### src/shared/csd_pkg.sv
// Constants and types for the chip-select option decoder
package csd_pkg;

	// ==========================================================
	// Option word field positions
	localparam int OPT_MODE_BIT   = 15;
	localparam int OPT_BYTE_LSB   = 13;
	localparam int OPT_RW_LSB     = 11;
	localparam int OPT_STROBE_ALIGN_BIT   = 10;
	localparam int OPT_ACK_LSB    = 6;
	localparam int OPT_SPACE_LSB  = 4;
	localparam int OPT_FETCH_LSB  = 2;
	localparam int OPT_IDLE_BIT   = 1;
	localparam int OPT_INTERRUPT_ACK_CYCLE_BIT   = 0;

	// ==========================================================
	// Option word reset value
	localparam logic [15:0] OPT_RESET = 16'h0000;

	// ==========================================================
	// Field encodings
	localparam logic [1:0] BYTE_OFF    = 2'h0;
	localparam logic [1:0] BYTE_LOWER  = 2'h1;
	localparam logic [1:0] BYTE_UPPER  = 2'h2;
	localparam logic [1:0] BYTE_BOTH   = 2'h3;
	localparam logic [1:0] RW_OFF      = 2'h0;
	localparam logic [1:0] RW_READ     = 2'h1;
	localparam logic [1:0] RW_WRITE    = 2'h2;
	localparam logic [1:0] RW_BOTH     = 2'h3;
	localparam logic [1:0] SPACE_CPU   = 2'h0;
	localparam logic [1:0] SPACE_USER  = 2'h1;
	localparam logic [1:0] SPACE_SUPV  = 2'h2;
	localparam logic [1:0] SPACE_SU    = 2'h3;
	localparam logic [1:0] FETCH_ANY   = 2'h0;
	localparam logic [1:0] FETCH_DATA  = 2'h1;
	localparam logic [1:0] FETCH_PROG  = 2'h2;
	localparam logic [3:0] ACK_EXTERN  = 4'hF;
	localparam logic [3:0] ACK_BASE_CLK = 4'h2;

	// ==========================================================
	// Block size decode
	localparam logic [2:0] BLK_2K = 3'h0;
	localparam int ADDR_W = 24;
	localparam int BASE_LSB = 11;

	// ==========================================================
	// Cycle sequencer states
	typedef enum logic [2:0]
	{
		ST_IDLE  = 3'b000,
		ST_ADDR  = 3'b001,
		ST_WAIT  = 3'b010,
		ST_EXTW  = 3'b011,
		ST_SYNC  = 3'b100,
		ST_GAP   = 3'b101
	} csd_state_t;

endpackage : csd_pkg

### src/csd_decode.sv
// Chip-select option decode and cycle timing for one select line
`timescale 1ns/1ps

module csd_decode
	import csd_pkg::*;
#(
	parameter int ACK_W = 4
)
(
	// Clock and reset
	input  wire logic                CLK,
	input  wire logic                SRST,
	// Option and base configuration
	input  wire logic [15:0]         OPTION_WORD,
	input  wire logic [12:0]         BASE_ADDR,
	input  wire logic [2:0]          BLOCK_SIZE,
	input  wire logic                IS_LINE_A,
	input  wire logic                ACK_CYCLE_CTRL,
	// Cycle request from the bus sequencer
	input  wire logic                CYCLE_START,
	input  wire logic [ADDR_W-1:0]   CYCLE_ADDR,
	input  wire logic                CYCLE_READ,
	input  wire logic                CYCLE_UPPER,
	input  wire logic                CYCLE_LOWER,
	input  wire logic                CYCLE_CPU_SPACE,
	input  wire logic                CYCLE_PROGRAM,
	input  wire logic                ADDRESS_STROBE,
	input  wire logic                DATA_STROBE,
	input  wire logic                E_CLOCK_DONE,
	// External acknowledge pin
	input  wire logic                TRANSFER_ACKNOWLEDGE_N,
	// Outputs
	output logic                     SELECT_N,
	output logic                     CYCLE_DONE,
	output logic                     E_CYCLE_PENDING,
	output logic                     EXT_TERMINATE,
	output logic                     BUS_IDLE_GAP,
	output logic                     MATCH
);

	// ==========================================================
	// Helpers
	function automatic logic [12:0] blk_mask(input logic [2:0] sz);
		logic [12:0] m;
		m = 13'h1FFF;
		unique case (sz)
			3'h0: m = 13'h1FFF;
			3'h1: m = 13'h1FFC;
			3'h2: m = 13'h1FF8;
			3'h3: m = 13'h1FE0;
			3'h4: m = 13'h1FC0;
			3'h5: m = 13'h1F80;
			3'h6: m = 13'h1F00;
			3'h7: m = 13'h1E00;
		endcase
		return m;
	endfunction : blk_mask

	function automatic logic two_bit_qual(input logic [1:0] f,
		input logic a, input logic b);
		return (f[0] & a) | (f[1] & b);
	endfunction : two_bit_qual

	// ==========================================================
	// Pin synchronisers
	logic [2:0] ack_sync_q;
	logic [2:0] ack_sync_d;
	logic       ack_pin;

	always_comb
	begin
		ack_sync_d = {ack_sync_q[1:0], ~TRANSFER_ACKNOWLEDGE_N};
	end

	always_ff @(posedge CLK)
	begin
		if (SRST)
			ack_sync_q <= 3'h0;
		else
			ack_sync_q <= ack_sync_d;
	end

	assign ack_pin = ack_sync_q[1];

	// ==========================================================
	// Field decode
	logic       f_sync;
	logic [1:0] f_byte;
	logic [1:0] f_rw;
	logic       f_strobe_align;
	logic [3:0] f_ack;
	logic [1:0] f_space;
	logic [1:0] f_fetch;
	logic       f_idle;
	logic       f_interrupt_ack_cycle;
	logic       addr_hit;
	logic       byte_ok;
	logic       rw_ok;
	logic       space_ok;
	logic       fetch_ok;
	logic       interrupt_ack_cycle_ok;
	logic       qual_ok;

	always_comb
	begin
		f_sync  = OPTION_WORD[OPT_MODE_BIT];
		f_byte  = OPTION_WORD[OPT_BYTE_LSB +: 2];
		f_rw    = OPTION_WORD[OPT_RW_LSB +: 2];
		f_strobe_align  = OPTION_WORD[OPT_STROBE_ALIGN_BIT];
		f_ack   = OPTION_WORD[OPT_ACK_LSB +: ACK_W];
		f_space = OPTION_WORD[OPT_SPACE_LSB +: 2];
		f_fetch = OPTION_WORD[OPT_FETCH_LSB +: 2];
		f_idle  = OPTION_WORD[OPT_IDLE_BIT];
		f_interrupt_ack_cycle  = OPTION_WORD[OPT_INTERRUPT_ACK_CYCLE_BIT];
		addr_hit = ((CYCLE_ADDR[ADDR_W-1:BASE_LSB] ^ BASE_ADDR)
			& blk_mask(BLOCK_SIZE)) == 13'h0000;
		byte_ok = two_bit_qual(f_byte, CYCLE_LOWER, CYCLE_UPPER);
		rw_ok = two_bit_qual(f_rw, CYCLE_READ, ~CYCLE_READ);
		if (CYCLE_CPU_SPACE)
			space_ok = (f_space == SPACE_CPU);
		else
			space_ok = f_space[1];
		unique case (f_fetch)
			FETCH_ANY:  fetch_ok = 1'b1;
			FETCH_DATA: fetch_ok = ~CYCLE_PROGRAM;
			FETCH_PROG: fetch_ok = CYCLE_PROGRAM;
			default:    fetch_ok = 1'b0;
		endcase
		// Acknowledge cycle on line A needs both bits
		if (CYCLE_CPU_SPACE)
			interrupt_ack_cycle_ok = ~IS_LINE_A | (f_interrupt_ack_cycle & ACK_CYCLE_CTRL);
		else
			interrupt_ack_cycle_ok = 1'b1;
		qual_ok = addr_hit & byte_ok & rw_ok & space_ok & fetch_ok
			& interrupt_ack_cycle_ok;
	end

	// ==========================================================
	// Cycle sequencer
	csd_state_t state_q;
	csd_state_t state_d;
	logic [3:0] wait_q;
	logic [3:0] wait_d;
	logic       sel_q;
	logic       sel_d;
	logic       done_q;
	logic       done_d;
	logic       epend_q;
	logic       epend_d;
	logic       ext_q;
	logic       ext_d;
	logic       gap_q;
	logic       gap_d;
	logic       match_q;
	logic       match_d;
	logic       idle_q;
	logic       idle_d;
	logic       strobe;

	always_comb
	begin
		state_d = state_q;
		wait_d  = wait_q;
		sel_d   = sel_q;
		done_d  = 1'b0;
		epend_d = epend_q;
		ext_d   = ext_q;
		gap_d   = 1'b0;
		match_d = match_q;
		idle_d  = idle_q;
		strobe  = f_strobe_align ? DATA_STROBE : ADDRESS_STROBE;
		unique case (state_q)
			ST_IDLE:
			begin
				if (CYCLE_START)
				begin
					match_d = qual_ok;
					idle_d  = f_idle;
					ext_d   = CYCLE_CPU_SPACE & IS_LINE_A & qual_ok & ~f_sync;
					if (qual_ok && f_sync)
					begin
						epend_d = 1'b1;
						sel_d   = 1'b1;
						state_d = ST_SYNC;
					end
					else
					begin
						if (qual_ok && f_ack == 4'h0 && strobe)
							sel_d = 1'b1;
						state_d = ST_ADDR;
					end
				end
			end
			ST_ADDR:
			begin
				if (match_q && strobe)
					sel_d = 1'b1;
				if (!match_q)
				begin
					done_d  = 1'b1;
					state_d = ST_IDLE;
				end
				else if (f_ack == ACK_EXTERN || ext_q)
					state_d = ST_EXTW;
				else if (f_ack == 4'h0)
				begin
					sel_d   = 1'b0;
					done_d  = 1'b1;
					state_d = idle_q ? ST_GAP : ST_IDLE;
				end
				else
				begin
					wait_d  = f_ack - 4'h1;
					state_d = ST_WAIT;
				end
			end
			ST_WAIT:
			begin
				if (wait_q == 4'h0)
				begin
					sel_d   = 1'b0;
					done_d  = 1'b1;
					state_d = idle_q ? ST_GAP : ST_IDLE;
				end
				else
					wait_d = wait_q - 4'h1;
			end
			ST_EXTW:
			begin
				// Negate on a fresh acknowledge only
				if (ack_pin && !ack_sync_q[2])
				begin
					sel_d   = 1'b0;
					done_d  = 1'b1;
					ext_d   = 1'b0;
					state_d = idle_q ? ST_GAP : ST_IDLE;
				end
			end
			ST_SYNC:
			begin
				// Ends with E-clock cycle, ack field unused
				if (E_CLOCK_DONE)
				begin
					sel_d   = 1'b0;
					epend_d = 1'b0;
					done_d  = 1'b1;
					state_d = idle_q ? ST_GAP : ST_IDLE;
				end
			end
			ST_GAP:
			begin
				gap_d   = 1'b1;
				state_d = ST_IDLE;
			end
			default:
			begin
				state_d = ST_IDLE;
			end
		endcase
	end

	always_ff @(posedge CLK)
	begin
		if (SRST)
		begin
			state_q <= ST_IDLE;
			wait_q  <= 4'h0;
			sel_q   <= 1'b0;
			done_q  <= 1'b0;
			epend_q <= 1'b0;
			ext_q   <= 1'b0;
			gap_q   <= 1'b0;
			match_q <= 1'b0;
			idle_q  <= 1'b0;
		end
		else
		begin
			state_q <= state_d;
			wait_q  <= wait_d;
			sel_q   <= sel_d;
			done_q  <= done_d;
			epend_q <= epend_d;
			ext_q   <= ext_d;
			gap_q   <= gap_d;
			match_q <= match_d;
			idle_q  <= idle_d;
		end
	end

	// ==========================================================
	// Outputs
	assign SELECT_N        = ~sel_q;
	assign CYCLE_DONE      = done_q;
	assign E_CYCLE_PENDING = epend_q;
	assign EXT_TERMINATE   = ext_q;
	assign BUS_IDLE_GAP    = gap_q;
	assign MATCH           = match_q;

endmodule : csd_decode

### config.mk
export PLATFORM = sky130hd
export DESIGN_NAME = csd_decode
export DESIGN_NICKNAME = d
export VERILOG_FILES = /design/src/shared/csd_pkg.sv /design/src/csd_decode.sv
export SDC_FILE = /design/constraint.sdc
export NUM_CORES = 1
export LEC_CHECK = 0
export ABC_CLOCK_PERIOD_IN_PS = 2250
export BUFFER_PORTS_ARGS = -buffer_cell sky130_fd_sc_hd__buf_2
export CAP_MARGIN = 20
export CORE_MARGIN = 2
export CORE_UTILIZATION = 44
export DETAILED_ROUTE_END_ITERATION = 16
export PLACE_DENSITY = 0.78
export SLEW_MARGIN = 20
export SYNTH_ARGS = -nofsm -noshare
export SYNTH_HDL_FRONTEND = slang
export SYNTH_SLANG_ARGS = --single-unit
### constraint.sdc
create_clock -name CLK -period 2.25 [get_ports CLK]
set_input_delay 0.3375 -clock CLK [delete_from_list [all_inputs] [get_ports CLK]]
set_output_delay 0.3375 -clock CLK [all_outputs]
set_load 0.005 [all_outputs]
==> impl_metrics.tcl <==
set metrics [dict create \
    whs_path_depth 2 \
    finalCritPeriodShare_pct 81.79 \
    internal_power_mw 0.4600 \
    outcome "finished clean" \
    fin_cells 264 \
    drt-wirelength-per-cell_microns 12.38 \
    h-tree-depth 1 \
    dp.cells 260 \
    final_cell_mix "buf_2, dfxtp_1, nor2_1, nand2_1, xnor2_1" \
    first_pass_iters 4 \
    clkPwrFrac_pct 27.0 \
    cts_tree "done" \
    grt_overflow 0 \
    cts_buffers 3 \
    fp.dieH_microns 58.49 \
    worst_pin_slew_ps 569.0 \
    rsz0062_at_grt "false" \
    area_growth_pct 30.84 \
    fp.dieArea_sq_um 3421 \
    n_antenna_cell 0 \
    p_switching_mw 0.2036 \
    io_buffers 64 \
    mostFrequentLayoutCell "buf_2" \
    ys_dominant_reg_cell "dfxtp_1" \
    ant_nets 0 \
    clk_pin_slew_ps 110 \
    synth_area_sq_um 1306 \
    rows 19 \
    worstPathRequired_ps 2470 \
    clk-insertion-delay-late_ps 310 \
    grt_pass1_wl_mm 5.575 \
    post-cts-setup-buffers 0 \
    slowest_delay_ps 540 \
    startpoint_type "flip-flop" \
    largest_registers "wait_q (4), ack_sync_q (3), state_q (3)" \
    cellLeakagePower_nw 0.7449 \
    worstHoldPathType "in -> reg" \
    drv_slew 0 \
    combPwrFrac_pct 25.9 \
    syn_nets 236 \
    synth_area_leader_cell "dfxtp_1" \
    nNetsFinal 305 \
    ir_worst_vdd_uv 267.2 \
    crit_chain "or4_4 -> a31oi_1 -> nor3b_2 -> nand2_1 -> o31ai_1" \
    worst_ep_arrival_time_ps 2060 \
    ys_seq_elements 17 \
    synth_area_per_cell_sq_um 7.917 \
    start_util_pct 46.96 \
    clock-sinks 17 \
    largest_reg_flops 4 \
    fmax_mhz 543.4 \
    globalplace.congestion 0.8521 \
    antenna_found_initial 0 \
    slew_headroom_pct 61.99 \
    fin_tns_setup_ps 0 \
    drive_gt1_share_pct 37.77 \
    async_flop_share_pct 0 \
    grt_pass1_vias 1371 \
    synthDistinctLibCells 48 \
    cp_max_fo 5 \
    worstRegToRegCells 5 \
    drc 0 \
    ys_warn_count 0 \
    swShare_pct 30.68 \
    drt_wl_total_mm 3.268 \
    synth_seq_area_share_pct 26.05 \
    ys_top_cells_by_area "dfxtp_1, xnor2_1, nand2_1" \
    grt_max_degree 18 \
    crit_type "reg -> reg" \
    cp-end-kind "flip-flop" \
    cp_slowest_cell "or4_4" \
    coreArea_sq_um 2781 \
    timing.final.hold_violations 0 \
    via_count 1468 \
    die_w_microns 58.49 \
    pwr-share-seq_pct 47.1 \
    yosys.area.top_type_share_pct 26.05 \
    synthCells 165 \
    cts.repair.resized 0 \
    fin_crit_ps 1840 \
    cap_violations 0 \
    regMostFlops "wait_q" \
    cts_hold_buf 0 \
    p_per_area_nw_per_um2 388.3 \
    viasPerCell 5.561 \
    setup_viol 0 \
    clockRootBuffer "clkbuf_4" \
    drt_first_iter_violations 62 \
    grtUsageTotal_pct 20.59 \
    synth_edf_count 0 \
    dp_hpwl_mm 2.731 \
    io-pin-count 76 \
    clockBufferDepth 2 \
    skew_ps 3.873 \
]
power by group through the flow:
| stage | clock network (mW) | logic (mW) | registers, mW |
|---|---|---|---|
| after CTS | 0.177 | 0.173 | 0.312 |
| after floorplan | 0 | 0.0959 | 0.317 |
| after global routing | 0.192 | 0.193 | 0.314 |
| after detailed placement | 0 | 0.173 | 0.319 |
| final | 0.179 | 0.172 | 0.312 |
| after global placement | 0 | 0.170 | 0.319 |
final cells by class:
| cell class | count | area [sq um] |
|---|---|---|
| clock buffer | 3 | 22.52 |
| multi-input combinational | 137 | 918.4 |
| clock inverter | 1 | 5.005 |
| sequential | 17 | 340.3 |
| fill | 247 | 1072 |
| tap | 31 | 38.79 |
| timing repair buffer | 70 | 365.4 |
| inverter | 5 | 18.77 |
final timing paths:
kind	end	slack (ps)	startpoint
setup reg to reg	MATCH$_SDFFE_PP0P_	410	wait_q[0]$_SDFFE_PP0P_
hold / removal	ack_sync_q[0]$_SDFF_PP0_	170	TRANSFER_ACKNOWLEDGE_N
setup / recovery	MATCH$_SDFFE_PP0P_	410	wait_q[0]$_SDFFE_PP0P_
hold reg to reg	ack_sync_q[1]$_SDFF_PP0_	460	ack_sync_q[0]$_SDFF_PP0_
kinds of logic after synthesis:
logic type / after synthesis / synth area share [%]
simple gates: 67 / 29.41
compound gates: 50 / 26.15
mux: 6 / 5.076
xor+xnor: 13 / 8.717
flops: 17 / 26.05
fa+ha+maj: 1 / 0.9577
buf+inv: 11 / 3.639
cell usage after synthesis (2+ instances only):
| library cell | n |
|---|---|
| o31ai_1 | 2 |
| dfxtp_1 | 17 |
| or4_4 | 2 |
| nor4_1 | 2 |
| a2111oi_0 | 2 |
| nand2_1 | 15 |
| nand3_1 | 8 |
| a21oi_1 | 10 |
| nor2_1 | 15 |
| or4_1 | 2 |
| xor2_1 | 2 |
| a22oi_1 | 4 |
| mux2i_1 | 4 |
| and2_1 | 2 |
| inv_1 | 5 |
| nor3_1 | 2 |
| buf_2 | 5 |
| o21ai_0 | 10 |
| a21o_1 | 2 |
| a31oi_1 | 5 |
| nand2b_1 | 2 |
| nor2b_1 | 6 |
| a211oi_1 | 3 |
| o22a_1 | 2 |
| nand4_1 | 3 |
| xnor2_1 | 11 |
worst max-delay path, delay by kind of cell, from the launching register on:
family | cells | cell delay, ps
simple gates | 3 | 920
flops | 1 | 360
compound gates | 2 | 460
layer usage:
layer / wire [microns] / global-route usage [%]
met1: 1463 / 27.02
met2: 1506 / 34.99
met3: 251 / 1.978
met4: 46 / 7.309
met5: 0 / 0
through the flow:
step / power [mW] / setup slack (ps) / area [sq um] / util (%) / hold WS [ps]
2_1_floorplan: 0.4128 / 523.4 / 1306 / - / 409.9
3_3_place_gp: 0.4893 / 326.7 / 1682 / 60.46 / 435.2
3_5_place_dp: 0.4917 / 320.3 / 1682 / 60.46 / 448.5
4_1_cts: 0.6624 / 399.2 / 1709 / 61.45 / 169.7
5_1_grt: 0.6988 / 123.0 / 1709 / 61.45 / 164.8
6_report: 0.6636 / 409.8 / 1709 / 61.45 / 169.6
Power figures use the tool's default switching activity.
